## config.mk

```make
export PLATFORM = sky130hd
export DESIGN_NAME = ddc_top
export DESIGN_NICKNAME = d
export VERILOG_FILES = /design/src/core/ddc_pkg.sv /design/src/core/ddc_top.sv
export SDC_FILE = /design/constraint.sdc
export NUM_CORES = 1
export LEC_CHECK = 0
export ABC_AREA = 1
export BUFFER_PORTS_ARGS = -buffer_cell sky130_fd_sc_hd__buf_2
export CAP_MARGIN = 20
export CORE_ASPECT_RATIO = 1.25
export CORE_MARGIN = 1
export CORE_UTILIZATION = 61
export CTS_CLUSTER_SIZE = 12
export DETAILED_ROUTE_END_ITERATION = 6
export GPL_TIMING_DRIVEN = 0
export PLACE_DENSITY = 0.87
export SLEW_MARGIN = 20
export SYNTH_ARGS = -nofsm -noshare
export SYNTH_HDL_FRONTEND = slang
export SYNTH_SLANG_ARGS = --single-unit
```

## constraint.sdc

```tcl
create_clock -name sys_clk -period 2.1 [get_ports sys_clk]
set_clock_uncertainty 0.1 [all_clocks]
set_input_delay 0.42 -clock sys_clk [delete_from_list [all_inputs] [get_ports sys_clk]]
set_output_delay 0.42 -clock sys_clk [all_outputs]
set_load 0.05 [all_outputs]
```

## src/core/ddc_pkg.sv

```systemverilog
// Constants, types and helpers for the dual converter two-wire control block
package ddc_pkg;

    // ========================================
    // Bus address and framing
    localparam logic [5:0] ADDR_HI_BASE = 6'h06;
    localparam logic [5:0] ADDR_HI_ALT = 6'h11;
    localparam logic [3:0] BYTE_BITS = 4'h8;

    // ========================================
    // Shift word layout
    localparam int PD_HI = 15;
    localparam int PD_LO = 14;
    localparam int CLR_BIT = 13;
    localparam int LOAD_OUTPUTS_N_BIT = 12;
    localparam int CODE_MSB = 11;
    localparam int RESOLUTION = 12;
    // Full 12-bit resolution keeps every code bit
    localparam logic [15:0] DATA_MASK = 16'hffff;
    localparam logic [15:0] READBACK_DEFAULT = 16'h2000;

    // ========================================
    // Pointer byte
    localparam int SEL_A = 0;
    localparam int SEL_B = 1;
    localparam logic [1:0] PTR_ONLY_A = 2'h1;
    localparam logic [1:0] PTR_ONLY_B = 2'h2;

    // ========================================
    // Types
    typedef enum logic [2:0] {
        ST_IDLE,
        ST_ADDR,
        ST_RX,
        ST_ACK,
        ST_TX,
        ST_MACK,
        ST_IGN
    } ddc_state_e;

    typedef struct packed {
        logic [1:0] power_mode;
        logic [11:0] code;
    } ddc_chan_s;

    typedef struct packed {
        ddc_state_e st;
        logic scl_m;
        logic scl_s;
        logic scl_d;
        logic sda_m;
        logic sda_s;
        logic sda_d;
        logic strap_m;
        logic strap_s;
        logic [3:0] cnt;
        logic [7:0] shift;
        logic [7:0] tx;
        logic [7:0] hold;
        logic rw;
        logic [1:0] bcnt;
        logic [1:0] ptr;
        logic tx_lo;
        logic nack;
        logic sda_oe;
        logic sda_o;
        logic [1:0] wr;
        logic [1:0][15:0] inp;
        ddc_chan_s [1:0] ch;
    } ddc_regs_s;

    // ========================================
    // Readback word for the current pointer
    function automatic logic [15:0] rb_word(input logic [1:0] ptr,
                                            input logic [1:0][15:0] inp);
        logic [15:0] w;
        w = READBACK_DEFAULT;
        if (ptr == PTR_ONLY_A)
            w = inp[SEL_A];
        else if (ptr == PTR_ONLY_B)
            w = inp[SEL_B];
        return w;
    endfunction : rb_word

endpackage : ddc_pkg

```

## src/core/ddc_top.sv

```systemverilog
// Two-wire slave and double-buffered register control for a dual converter
`timescale 1ns/1ps
`default_nettype none

module ddc_top #(
    parameter bit ALT_BUILD = 1'b0
) (
    input wire logic sys_clk,
    input wire logic resetn,
    input wire logic scl,
    input wire logic sda_in,
    output logic sda_out,
    output logic sda_oe,
    input wire logic address_strap_pin,
    output ddc_pkg::ddc_chan_s chan_a,
    output ddc_pkg::ddc_chan_s chan_b
);

    // ========================================
    // State
    ddc_pkg::ddc_regs_s q;
    ddc_pkg::ddc_regs_s next_q;
    logic rise;
    logic fall;
    logic start;
    logic stop;
    logic commit;
    logic [15:0] cw;
    logic [6:0] own_addr;
    logic [15:0] rb;

    // ========================================
    // Next state
    always_comb
    begin
        next_q = q;
        commit = 1'b0;
        cw = {q.hold, q.shift};
        rb = ddc_pkg::rb_word(q.ptr, q.inp);
        own_addr = {(ALT_BUILD ? ddc_pkg::ADDR_HI_ALT : ddc_pkg::ADDR_HI_BASE),
                    q.strap_s};
        // Pins sampled twice; edges compare the second stage with a third delayed stage
        next_q.scl_m = scl;
        next_q.scl_s = q.scl_m;
        next_q.scl_d = q.scl_s;
        next_q.sda_m = sda_in;
        next_q.sda_s = q.sda_m;
        next_q.sda_d = q.sda_s;
        next_q.strap_m = address_strap_pin;
        next_q.strap_s = q.strap_m;
        rise = q.scl_s & ~q.scl_d;
        fall = ~q.scl_s & q.scl_d;
        start = q.scl_s & q.scl_d & q.sda_d & ~q.sda_s;
        stop = q.scl_s & q.scl_d & ~q.sda_d & q.sda_s;
        if (start)
        begin
            next_q.st = ddc_pkg::ST_ADDR;
            next_q.cnt = '0;
            next_q.sda_oe = 1'b0;
        end
        else if (stop)
        begin
            // A stop mid-word drops the partial word
            next_q.st = ddc_pkg::ST_IDLE;
            next_q.sda_oe = 1'b0;
        end
        else
        begin
            unique case (q.st)
                ddc_pkg::ST_IDLE, ddc_pkg::ST_IGN:
                begin
                    next_q.sda_oe = 1'b0;
                end
                ddc_pkg::ST_ADDR, ddc_pkg::ST_RX:
                begin
                    if (rise)
                    begin
                        next_q.shift = {q.shift[6:0], q.sda_s};
                        next_q.cnt = q.cnt + 4'h1;
                    end
                    if (fall && q.cnt == ddc_pkg::BYTE_BITS)
                    begin
                        next_q.cnt = '0;
                        next_q.st = ddc_pkg::ST_ACK;
                        next_q.sda_oe = 1'b1;
                        if (q.st == ddc_pkg::ST_ADDR)
                        begin
                            next_q.rw = q.shift[0];
                            next_q.bcnt = 2'h0;
                            if (q.shift[7:1] != own_addr)
                            begin
                                next_q.st = ddc_pkg::ST_IGN;
                                next_q.sda_oe = 1'b0;
                            end
                        end
                        else
                        begin
                            unique case (q.bcnt)
                                2'h0:
                                begin
                                    next_q.ptr = q.shift[1:0];
                                    next_q.bcnt = 2'h1;
                                end
                                2'h1:
                                begin
                                    next_q.hold = q.shift;
                                    next_q.bcnt = 2'h2;
                                end
                                default:
                                begin
                                    commit = 1'b1;
                                    next_q.bcnt = 2'h1;
                                end
                            endcase
                        end
                    end
                end
                ddc_pkg::ST_ACK:
                begin
                    if (fall)
                    begin
                        next_q.sda_oe = 1'b0;
                        next_q.st = ddc_pkg::ST_RX;
                        if (q.rw)
                        begin
                            // Held pointer chooses the word
                            next_q.st = ddc_pkg::ST_TX;
                            next_q.tx = rb[15:8];
                            next_q.sda_oe = ~rb[15];
                            next_q.tx_lo = 1'b1;
                        end
                    end
                end
                ddc_pkg::ST_TX:
                begin
                    if (rise)
                        next_q.cnt = q.cnt + 4'h1;
                    if (fall)
                    begin
                        if (q.cnt == ddc_pkg::BYTE_BITS)
                        begin
                            next_q.st = ddc_pkg::ST_MACK;
                            next_q.sda_oe = 1'b0;
                            next_q.cnt = '0;
                        end
                        else
                        begin
                            next_q.tx = {q.tx[6:0], 1'b0};
                            next_q.sda_oe = ~q.tx[6];
                        end
                    end
                end
                ddc_pkg::ST_MACK:
                begin
                    if (rise)
                        next_q.nack = q.sda_s;
                    if (fall)
                    begin
                        if (q.nack)
                            next_q.st = ddc_pkg::ST_IGN;
                        else
                        begin
                            next_q.st = ddc_pkg::ST_TX;
                            next_q.tx = q.tx_lo ? rb[7:0] : rb[15:8];
                            next_q.sda_oe = q.tx_lo ? ~rb[7] : ~rb[15];
                            next_q.tx_lo = ~q.tx_lo;
                        end
                    end
                end
            endcase
        end
        // Register update on completion of the second data byte
        if (commit)
        begin
            for (int c = 0; c < 2; c++)
            begin
                if (q.ptr[c])
                begin
                    next_q.inp[c] = cw & ddc_pkg::DATA_MASK;
                    next_q.ch[c].power_mode = cw[ddc_pkg::PD_HI:ddc_pkg::PD_LO];
                    next_q.wr[c] = 1'b1;
                end
            end
            if (!cw[ddc_pkg::LOAD_OUTPUTS_N_BIT])
            begin
                for (int c = 0; c < 2; c++)
                begin
                    if (next_q.wr[c])
                    begin
                        next_q.ch[c].code = next_q.inp[c][ddc_pkg::CODE_MSB:0];
                        next_q.wr[c] = 1'b0;
                    end
                end
            end
            if (!cw[ddc_pkg::CLR_BIT])
            begin
                next_q.inp = '0;
                next_q.wr = '0;
                for (int c = 0; c < 2; c++)
                    next_q.ch[c].code = '0;
            end
        end
    end

    // ========================================
    // Registers; reset gives normal mode and zero code
    always_ff @(posedge sys_clk)
    begin
        if (!resetn)
        begin
            q <= '0;
            // Idle bus is high; a zero here would fake an edge
            q.scl_m <= 1'b1;
            q.scl_s <= 1'b1;
            q.scl_d <= 1'b1;
            q.sda_m <= 1'b1;
            q.sda_s <= 1'b1;
            q.sda_d <= 1'b1;
        end
        else
            q <= next_q;
    end

    // SDA is only ever pulled low; SCL has no driver here
    assign sda_out = q.sda_o;
    assign sda_oe = q.sda_oe;
    assign chan_a = q.ch[ddc_pkg::SEL_A];
    assign chan_b = q.ch[ddc_pkg::SEL_B];

    // ========================================
    // Assertions
    a_addr_ack_match: assert property (@(posedge sys_clk) disable iff (!resetn)
        (q.st == ddc_pkg::ST_ADDR && fall && q.cnt == ddc_pkg::BYTE_BITS
         && q.shift[7:1] == own_addr && !start && !stop)
        |=> (q.st == ddc_pkg::ST_ACK && q.sda_oe))
        else $error("own address not acknowledged");

    a_mismatch_quiet: assert property (@(posedge sys_clk) disable iff (!resetn)
        (q.st == ddc_pkg::ST_IGN) |-> !q.sda_oe)
        else $error("sda driven after mismatch");

    a_sda_scl_low: assert property (@(posedge sys_clk) disable iff (!resetn)
        ($changed(q.sda_oe) && !$past(start) && !$past(stop)) |-> !q.scl_d)
        else $error("sda changed while scl high");

    a_clear_zeros: assert property (@(posedge sys_clk) disable iff (!resetn)
        (commit && !cw[ddc_pkg::CLR_BIT])
        |=> (q.inp == '0 && q.ch[0].code == '0 && q.ch[1].code == '0))
        else $error("clear left data behind");

    a_load_both: assert property (@(posedge sys_clk) disable iff (!resetn)
        (commit && cw[ddc_pkg::CLR_BIT] && !cw[ddc_pkg::LOAD_OUTPUTS_N_BIT] && q.ptr == 2'h3)
        |=> (q.ch[0].code == q.inp[0][11:0] && q.ch[1].code == q.inp[1][11:0] && q.wr == '0))
        else $error("load did not copy both channels");

    a_hold_outputs: assert property (@(posedge sys_clk) disable iff (!resetn)
        (commit && cw[ddc_pkg::CLR_BIT] && cw[ddc_pkg::LOAD_OUTPUTS_N_BIT])
        |=> ($stable(q.ch[0].code) && $stable(q.ch[1].code)))
        else $error("output changed without load");

    a_reset_zero: assert property (@(posedge sys_clk)
        $rose(resetn) |-> (q.inp == '0 && q.ch == '0 && q.ptr == '0 && !q.sda_oe))
        else $error("reset state not zero");

    a_default_rb: assert property (@(posedge sys_clk) disable iff (!resetn)
        (q.st == ddc_pkg::ST_ACK && fall && q.rw && !start && !stop
         && q.ptr != ddc_pkg::PTR_ONLY_A && q.ptr != ddc_pkg::PTR_ONLY_B)
        |=> (q.tx == ddc_pkg::READBACK_DEFAULT[15:8] && q.sda_oe))
        else $error("default readback wrong");

    a_write_route: assert property (@(posedge sys_clk) disable iff (!resetn)
        (commit && cw[ddc_pkg::CLR_BIT] && q.ptr == ddc_pkg::PTR_ONLY_A)
        |=> $stable(q.inp[1]))
        else $error("unselected channel written");

    c_write_done: cover property (@(posedge sys_clk) disable iff (!resetn) commit);
    c_load_write: cover property (@(posedge sys_clk) disable iff (!resetn)
        commit && !cw[ddc_pkg::LOAD_OUTPUTS_N_BIT]);
    c_read_repeat: cover property (@(posedge sys_clk) disable iff (!resetn)
        q.st == ddc_pkg::ST_MACK && fall && !q.nack && !q.tx_lo);
    c_mismatch: cover property (@(posedge sys_clk) disable iff (!resetn)
        q.st == ddc_pkg::ST_IGN);

endmodule : ddc_top

`default_nettype wire

```

==> impl_metrics.yaml, run 1 <==
worst_setup_path:
  path_cells: "inv_1 -> ha_1 -> nand2_1 -> nor2_1 -> nand2_1 -> nor2_4 -> nand3_1 -> buf_2 -> nand2_1 -> a21oi_1"
  slowest_stage: "dfxtp_1"
  cp_max_fo: 10
  setup.worst_path.start_class: "flop"
  r2r_slack_ns: 0.12
  critPathMaxStageDelay_ns: 0.35
  crit_path_end_kind: "flop"
  r2r_cells: 10
  r2r-start: "q[95]"
  critPathRequiredTime_ns: 2.26
  path_delay_family: "simple AND/OR/NAND/NOR gates"
  worstSetupPathType: "reg -> reg"
  path_common_cell: "nand2_1"
  critical_path_arrival_ns: 2.14
  worst_r2r_endpoint: "chan_b[7]"
  cp_num_buf_inv: 2
placed_design:
  numPortBuffers: 33
  hpwl_mm: 10.8
  dpl_cell_area_um2: 5690
  gp_congestion: 1.00
  dp.cells: 933
clock_tree:
  htree_levels: 3
  numCtsBuffers: 9
  clockBufferDepth: 2
  cts-root-buf: "clkbuf_8"
  clk_pin_slew_worst_paths_ns: 0.10
  clock_latency_ns: 0.38
  holdBufCountCts: 0
  tritoncts: "built"
  clkSinkCount: 108
synth:
  seq_area_frac_synth: 0.402
  synthesis.area_um2: 5380
  synth-main-ff-cell: "dfxtp_1"
  ys_ff_latch: 108
  syn_area_per_cell_um2: 6.87
  synth_cell_types: 36
  async_reset_ff_frac: 0
  synth_nets: 791
  synth-edff-count: 0
  yosysWarnings: 0
  synthCells: 783
run_status:
  status: "finished clean"
sta:
  tightest_slew_ns: 0.588
  setup_viol: 0
  rsz0062_at_grt: "true"
  timing.final.max_slew_violations: 0
  max_freq_mhz: 505
  fin_crit_ns: 1.98
  finalCritPeriodShare: 0.944
  final_hold_viol_count: 0
  timing.slew.headroom: 0.608
cells_and_area:
  regArea_um2: 2160
  design_area_um2: 5920
  area_growth_pct: 9.93
  instances_no_fill: 950
  multi_input_area_um2: 2580
  layout.nets: 836
  diodes: 0
  layout-drive-gt1-share: 0.161
  fill_cells: 710
die:
  die_area_um2: 9210
  start_util: 0.642
  die_h_um: 107
  ios: 35
  fp.dieW_um: 86.0
  std_cell_rows: 37
  core_um2: 8380
min_path:
  worstHoldEndpoint: "next_q[99]"
  hp-start: "address_strap_pin"
  hold_class: "in -> reg"
  min_delay_path_depth: 3
grt:
  grt_pass1_vias: 5166
  grt_overflow: 0
  antenna_found_initial: 0
  grtUsageTotal: 0.329
  grt_max_degree: 18
  grt_pass1_wl_mm: 23.7
route:
  wirelength_mm: 14.6
  via_per_inst: 5.71
  vias: 5426
  drt_iter0_markers: 536
  dr.pass1.iters: 6
  final_antenna_net_count: 0
  drc: 0
  post_drt_wl_per_cell_um: 15.4
power:
  max-vdd-ir-drop_v: 0.000651
  p_per_area_nw_per_um2: 790
  power.leakage_nw: 2.40
run:
  max_cap_viol_count: 0
==> Yosys cell counts, drive strengths merged, types with 3 or more instances <==
cell type | instances | area (um^2)
nand2 | 202 | 788
dfxtp | 108 | 2160
nor2 | 105 | 419
a21oi | 73 | 377
o21ai | 73 | 365
inv | 56 | 213
buf | 52 | 375
nand4 | 37 | 231
nand3 | 30 | 173
clkbuf | 15 | 57.6
nor3 | 11 | 66.3
o22ai | 6 | 37.5
or2 | 4 | 25.0
ha | 3 | 37.5
==> worst reg2reg max path, cell delays in order (launching register included) <==
cell	delay [ns]
dfxtp_1	0.35
inv_1	0.09
ha_1	0.18
nand2_1	0.06
nor2_1	0.11
nand2_1	0.19
nor2_4	0.22
nand3_1	0.17
buf_2	0.24
nand2_1	0.08
a21oi_1	0.07
==> layer usage <==
metal	GRT usage	wire, um
met1	0.377	5780
met2	0.560	7090
met3	0.0593	1050
met4	0.207	727
met5	0	0
==> where the power goes <==
part           internal (mW)  switching [mW]
Clock                  0.586           0.724
Combinational          0.319           0.845
Sequential              2.13          0.0716
Total                   3.04            1.64
==> layout make-up <==
class | instances | area share
buffer | 67 | 0.0732
timing repair buffer | 34 | 0.0292
clock buffer | 11 | 0.0239
multi-input combinational | 551 | 0.437
sequential | 108 | 0.365
inverter | 57 | 0.0366
tap | 117 | 0.0247
clock inverter | 5 | 0.0104
==> per-stage QoR <==
| step | util | total power [mW] | setup WS [ns] | hold WS (ns) | setup TNS (ns) |
|---|---|---|---|---|---|
| finish | 0.706 | 4.68 | 0.118 | 0.115 | 0 |
| global route | 0.706 | 4.88 | -0.00509 | 0.115 | -0.00509 |
| CTS | 0.704 | 4.65 | 0.0984 | 0.108 | 0 |
| detailed placement | 0.680 | 3.37 | 0.160 | 0.301 | 0 |
| global placement | 0.680 | 3.33 | 0.153 | 0.294 | 0 |
| floorplan | - | 3.13 | 0.444 | 0.290 | 0 |
==> registers in the layout (all words and copies together) (netlist names) <==
name	cells
cw	16
q	57
sda_oe	1
chan_a	14
next_q	5
chan_b	14
own_addr	1
==> worst max-delay path by stage <==
stage               start   endpoint  slack [ns]  cells after the start
CTS                 q[95]     cw[14]         0.1                     10
floorplan           q[95]     cw[14]        0.44                     10
finish              q[95]  chan_b[7]        0.12                     10
detailed placement  q[95]     cw[14]        0.16                     10
global route        q[95]      q[43]      -0.005                     10
global placement    q[95]     cw[14]        0.15                     10
==> placed cells by master (no fill, tap or decap), types with 2 or more instances in the layout <==
cell,synthesis,layout
buf_6,4,4
nor2_2,7,7
nand2_2,6,6
nor3_1,10,10
buf_4,36,37
o22ai_1,6,6
dfxtp_1,108,108
nand3_2,2,3
nor2_1,97,96
inv_2,4,4
nor2_4,1,2
or2_2,4,4
clkinvlp_4,0,3
a21oi_1,72,72
nand3_1,27,26
o21ai_1,2,3
buf_2,12,45
o21ai_0,71,70
clkbuf_1,14,15
nand2_4,2,2
ha_1,3,3
nand2_1,194,194
inv_1,51,51
clkbuf_8,0,10
nand4_1,37,37
==> timing repair <==
item	CTS	global route
setup buffers	0	1
setup endpoints to repair	0	26
resized for setup	0	4
==> logic make-up (layout without fill, tap and decap cells) <==
family                     count (synthesis)  after routing  share of synthesized area
and+or+nand+nor                          390            390                      0.318
AOI/OAI and AO/OA                        156            156                      0.151
buffers and inverters                    124            174                      0.121
DFF                                      108            108                      0.402
adders and majority gates                  3              3                    0.00697
other                                      1              1                   0.000697
xor gates and xnor gates                   1              1                    0.00163
No activity file was read; power rests on OpenSTA's default activity.
==> run 2, diff against run 1 <==
--- a/config.mk
+++ b/config.mk
@@ -15,6 +15,7 @@
 export DETAILED_ROUTE_END_ITERATION = 6
 export GPL_TIMING_DRIVEN = 0
 export PLACE_DENSITY = 0.87
+export REMOVE_ABC_BUFFERS = 1
 export SLEW_MARGIN = 20
 export SYNTH_ARGS = -nofsm -noshare
 export SYNTH_HDL_FRONTEND = slang
==> run 2 against run 1 <==
Net effect:
- sequential power up 2%
- setup slack worse by 0.039 ns
- power is 1.3% higher
- largest cell class unchanged
==> impl_metrics.yaml, run 2 (synthesis results as in run 1) <==
worst_setup_path:
  crit_cells: 6
  critPathMaxStageDelay_ns: 0.49
  r2r_cells: 6
  cp_num_buf_inv: 2
  critPathRequiredTime_ns: 2.32
  worstSetupPathType: "reg -> reg"
  path_delay_family: "compound AO/OA/AOI/OAI gates"
  cp_max_fo: 12
  critical_path_arrival_ns: 2.24
  slowest_stage: "dfxtp_1"
  setup.worst_path.start_class: "flop"
  crit_path_end_kind: "flop"
  r2r_slack_ns: 0.08
  path_cells: "inv_2 -> nor2_2 -> inv_1 -> o22ai_1 -> o21ai_0 -> a21oi_1"
  r2r-start: "cw[13]"
  worst_r2r_endpoint: "q[49]"
clock_tree:
  numCtsBuffers: 9
  clk_pin_slew_worst_paths_ns: 0.11
  clkSinkCount: 108
  htree_levels: 3
  clockBufferDepth: 2
  holdBufCountCts: 0
  cts-root-buf: "clkbuf_8"
  tritoncts: "built"
  clock_latency_ns: 0.39
cells_and_area:
  design_area_um2: 5660
  layout-drive-gt1-share: 0.134
  largest_reg_flops: 57
  layout_commonest_cell: "nand2_1"
  diodes: 0
  layout.nets: 778
  regMostFlops: "q"
  fill_cells: 706
  final_cell_mix: "nand2_1, dfxtp_1, nor2_1"
  area_growth_pct: 5.09
sta:
  final_hold_viol_count: 0
  finalCritPeriodShare: 0.962
  fin_crit_ns: 2.02
  tightest_slew_ns: 0.798
  timing.slew.headroom: 0.467
  setup_viol: 0
  rsz0062_at_grt: "true"
  max_freq_mhz: 495
  timing.final.max_slew_violations: 0
route:
  post_drt_wl_per_cell_um: 15.9
  wl_met1_mm: 5.48
  final_antenna_net_count: 0
  dr.pass1.iters: 5
  drc: 0
  wirelength_mm: 14.2
  wl_met2_mm: 6.94
  vias: 5279
  via_per_inst: 5.92
  route.top_layer_used: "met4"
  met3_length_mm: 1.29
  drt_iter0_markers: 659
min_path:
  worstHoldEndpoint: "next_q[99]"
  min_delay_path_depth: 3
  hp-start: "address_strap_pin"
  hold_class: "in -> reg"
grt:
  grt_pass1_wl_mm: 22.1
  grt_overflow: 0
  grtUsageTotal: 0.305
  antenna_found_initial: 0
  grt_max_degree: 57
  grt_pass1_vias: 4736
run_status:
  status: "finished clean"
die:
  std_cell_rows: 37
  ios: 35
  die_h_um: 107
  start_util: 0.642
  die_area_um2: 9210
  fp.dieW_um: 86.0
  core_um2: 8380
run:
  max_cap_viol_count: 0
power:
  power.leakage_nw: 2.18
  max-vdd-ir-drop_v: 0.000497
  p_per_area_nw_per_um2: 837
  power_mw: 4.74
placed_design:
  dpl_cell_area_um2: 5270
  hpwl_mm: 8.73
  numPortBuffers: 33
  gp_congestion: 0.887
-- run 2: cell types whose count changed in the layout (fill, tap and decap cells not counted), moves of 3 or more --
cell / delta
buf_2: -13
buf_4: -34
buf_6: -4
clkbuf_1: -14
dfxtp_1: -5
dfxtp_2: +5
nand2_1: -3
nor2_4: +3
-- run 2: per-stage QoR --
step / TNS (ns) / hold WS (ns) / std cells / setup slack [ns] / utilization
CTS: -0.177 / 0.121 / 889 / -0.0347 / 0.665
global placement: -44.29 / 0.302 / 866 / -1.02 / 0.628
detailed placement: -36.56 / 0.305 / 867 / -0.812 / 0.629
global route: -2.20 / 0.130 / 892 / -0.0975 / 0.675
finish: 0 / 0.122 / 892 / 0.0795 / 0.675
floorplan: -1.93 / 0.290 / 716 / -0.0833 / -
-- run 2: area by class of cell --
class	count	area (um^2)	area share
clock inverters	6	71.3	0.0126
inverters	57	220	0.0389
clock buffers	10	128	0.0226
flip-flops and latches	108	2170	0.383
well taps	117	146	0.0259
multi-input cells	556	2690	0.476
repair buffers	38	230	0.0407
-- run 2: worst max path at each step --
stage	slack [ns]	end	start
after floorplan	-0.08	chan_a[0]	q[95]
after global placement	-1.02	chan_b[2]	q[67]
after detailed placement	-0.81	chan_b[10]	q[95]
after CTS	-0.03	cw[11]	q[95]
after global routing	-0.1	q[34]	q[95]
final	0.08	q[49]	cw[13]
-- run 2: metal layers --
metal	vias up	track usage
li1	2508	-
met1	2396	0.370
met3	41	0.0354
met2	334	0.520
met5	-	0
met4	0	0.171
-- run 2: worst min-delay path: cells and delay by family --
kind                   cells  cell delay [ns]
buffers and inverters      2             0.12
and+or+nand+nor            1             0.04
-- run 2: power breakdown --
part / leakage [nW] / internal [mW] / switching [mW]
Combinational: 1.22 / 0.296 / 0.888
Clock: 0.0935 / 0.563 / 0.749
Sequential: 0.874 / 2.14 / 0.101
-- run 2: timing repair --
item                       in CTS  in global routing
buffers inserted                3                  1
cloned                          3                  2
setup endpoints to repair      84                 90
gates resized for setup        11                 14
pin swaps                       3                  2
==> run 3, diff against run 2 <==
--- a/config.mk
+++ b/config.mk
@@ -11,6 +11,7 @@
 export CORE_ASPECT_RATIO = 1.25
 export CORE_MARGIN = 1
 export CORE_UTILIZATION = 61
+export CTS_BUF_LIST = sky130_fd_sc_hd__clkbuf_16
 export CTS_CLUSTER_SIZE = 12
 export DETAILED_ROUTE_END_ITERATION = 6
 export GPL_TIMING_DRIVEN = 0
@@ -20,3 +21,4 @@
 export SYNTH_ARGS = -nofsm -noshare
 export SYNTH_HDL_FRONTEND = slang
 export SYNTH_SLANG_ARGS = --single-unit
+export TNS_END_PERCENT = 1
==> run 3 against run 2 <==
Net effect:
- via count is 1.7% higher
- sequential power hardly changed
- largest power group unchanged
- power is 9.3% higher
- setup slack worse by 0.013 ns
- fmax is 0.62% lower
- critical path depth is 5 higher
- non-clock buffer count is 1 higher
==> impl_metrics.yaml, run 3 (synthesis results as in run 1) <==
cells_and_area:
  layout.nets: 778
  regMostFlops: "q"
  layout_commonest_cell: "nand2_1"
  fill_cells: 675
  area_growth_pct: 7.48
  design_area_um2: 5790
  diodes: 0
  fin_util: 0.690
  instances_no_fill: 892
  largest_reg_flops: 57
  layout-drive-gt1-share: 0.134
  final_cell_mix: "nand2_1, dfxtp_1, nor2_1"
clock_tree:
  clk_pin_slew_worst_paths_ns: 0.07
  cts-root-buf: "clkbuf_16"
  htree_levels: 3
  clock_latency_ns: 0.35
  tritoncts: "built"
  numCtsBuffers: 9
  holdBufCountCts: 0
  clockBufferDepth: 2
  clkSinkCount: 108
route:
  drc: 0
  vias: 5371
  via_per_inst: 6.02
  met3_length_mm: 1.36
  final_antenna_net_count: 0
  drt_iter0_markers: 648
  dr.pass1.iters: 7
  wl_met1_mm: 5.45
  post_drt_wl_per_cell_um: 16.2
  route.top_layer_used: "met4"
  wirelength_mm: 14.4
  wl_met2_mm: 6.93
grt:
  grt_pass1_wl_mm: 22.6
  grt_max_degree: 57
  antenna_found_initial: 0
  grt_pass1_vias: 4831
  grtUsageTotal: 0.312
  grt_overflow: 0
worst_setup_path:
  worstSetupPathType: "reg -> reg"
  path_cells: "inv_1 -> nand2_1 -> clkinvlp_4 -> nand2_1 -> nand2_1 -> nand2_1 -> nand2_1 -> nor2_1 -> nand2_1 -> nand2_1 -> nor2_1"
  cp_num_buf_inv: 2
  cp_max_fo: 11
  critical_path_arrival_ns: 2.18
  critPathMaxStageDelay_ns: 0.48
  crit_path_end_kind: "flop"
  slowest_stage: "dfxtp_2"
  setup.worst_path.start_class: "flop"
  path_delay_family: "simple AND/OR/NAND/NOR gates"
  critPathRequiredTime_ns: 2.25
  path_common_cell: "nand2_1"
min_path:
  hold_class: "in -> reg"
sta:
  whs_ns: 0.154
  fin_crit_ns: 2.03
  tightest_slew_ns: 0.804
  worst_slack_ns: 0.0669
  finalCritPeriodShare: 0.968
  setup_viol: 0
  timing.slew.headroom: 0.464
  rsz0062_at_grt: "true"
  max_freq_mhz: 492
  final_hold_viol_count: 0
  timing.final.max_slew_violations: 0
placed_design:
  gp_congestion: 0.887
  hpwl_mm: 8.73
  dpl_cell_area_um2: 5270
  dp.cells: 867
  pre_cts_slack_ns: -0.812
  numPortBuffers: 33
die:
  std_cell_rows: 37
  die_h_um: 107
  die_area_um2: 9210
  start_util: 0.642
  ios: 35
  fp.dieW_um: 86.0
  core_um2: 8380
power:
  max-vdd-ir-drop_v: 0.000568
  power.leakage_nw: 2.24
  p_per_area_nw_per_um2: 895
run:
  max_cap_viol_count: 0
run_status:
  status: "finished clean"
run 3: cell types whose count changed in the layout (fill, tap and decap cells not counted):
cell | previous run | this run
nand3_4 | 2 | 5
dfxtp_1 | 103 | 104
nand3_1 | 25 | 24
clkbuf_16 | 0 | 9
clkbuf_8 | 9 | 0
buf_4 | 3 | 4
nand3_2 | 3 | 1
dfxtp_2 | 5 | 4
clkbuf_1 | 1 | 0
inv_1 | 50 | 51
nor2_2 | 9 | 8
run 3: path summary, 6_finish.rpt:
check	from	depth (start not counted)	slack, ns	end
worst max-delay path	q[67]	11	0.07	q[82]
worst min-delay path	sda_in	2	0.15	next_q[102]
worst max register to register	q[67]	11	0.07	q[82]
worst min register to register	next_q[102]	1	0.32	next_q[101]
run 3: worst register-to-register path: stages (launching register included):
cell,delay [ns]
dfxtp_2,0.48
inv_1,0.18
nand2_1,0.24
clkinvlp_4,0.28
nand2_1,0.13
nand2_1,0.07
nand2_1,0.07
nand2_1,0.08
nor2_1,0.11
nand2_1,0.06
nand2_1,0.07
nor2_1,0.05
run 3: power breakdown:
part	internal (mW)	switching [mW]
logic	0.300	0.917
clock network	0.931	0.787
registers	2.14	0.105
run 3: what timing repair did:
action | 4_1_cts | 5_1_grt
buffers inserted | 2 | 3
pin swaps | 3 | 6
setup endpoints to repair | 82 | 85
cloned | 3 | 1
resized for setup | 13 | 15
run 3: metrics by stage:
stage / setup TNS, ns / power, mW
floorplan: -1.93 / 3.06
global placement: -44.29 / 3.29
detailed placement: -36.56 / 3.32
CTS: 0 / 5.06
global route: -0.252 / 5.38
finish: 0 / 5.18
run 3: layout make-up:
| class | instances | area [um^2] | share of cell area |
|---|---|---|---|
| multi-input cells | 555 | 2710 | 0.469 |
| flip-flops and latches | 108 | 2170 | 0.375 |
| repair buffers | 39 | 238 | 0.0411 |
| clock buffers | 9 | 225 | 0.0389 |
| inverters | 57 | 220 | 0.0381 |
| well taps | 117 | 146 | 0.0253 |
| clock inverters | 7 | 75.1 | 0.0130 |
run 3: layer usage:
layer	GRT usage	vias to the layer above
met5	0	-
met4	0.165	0
met3	0.0624	76
met2	0.529	342
met1	0.367	2429
li1	-	2524
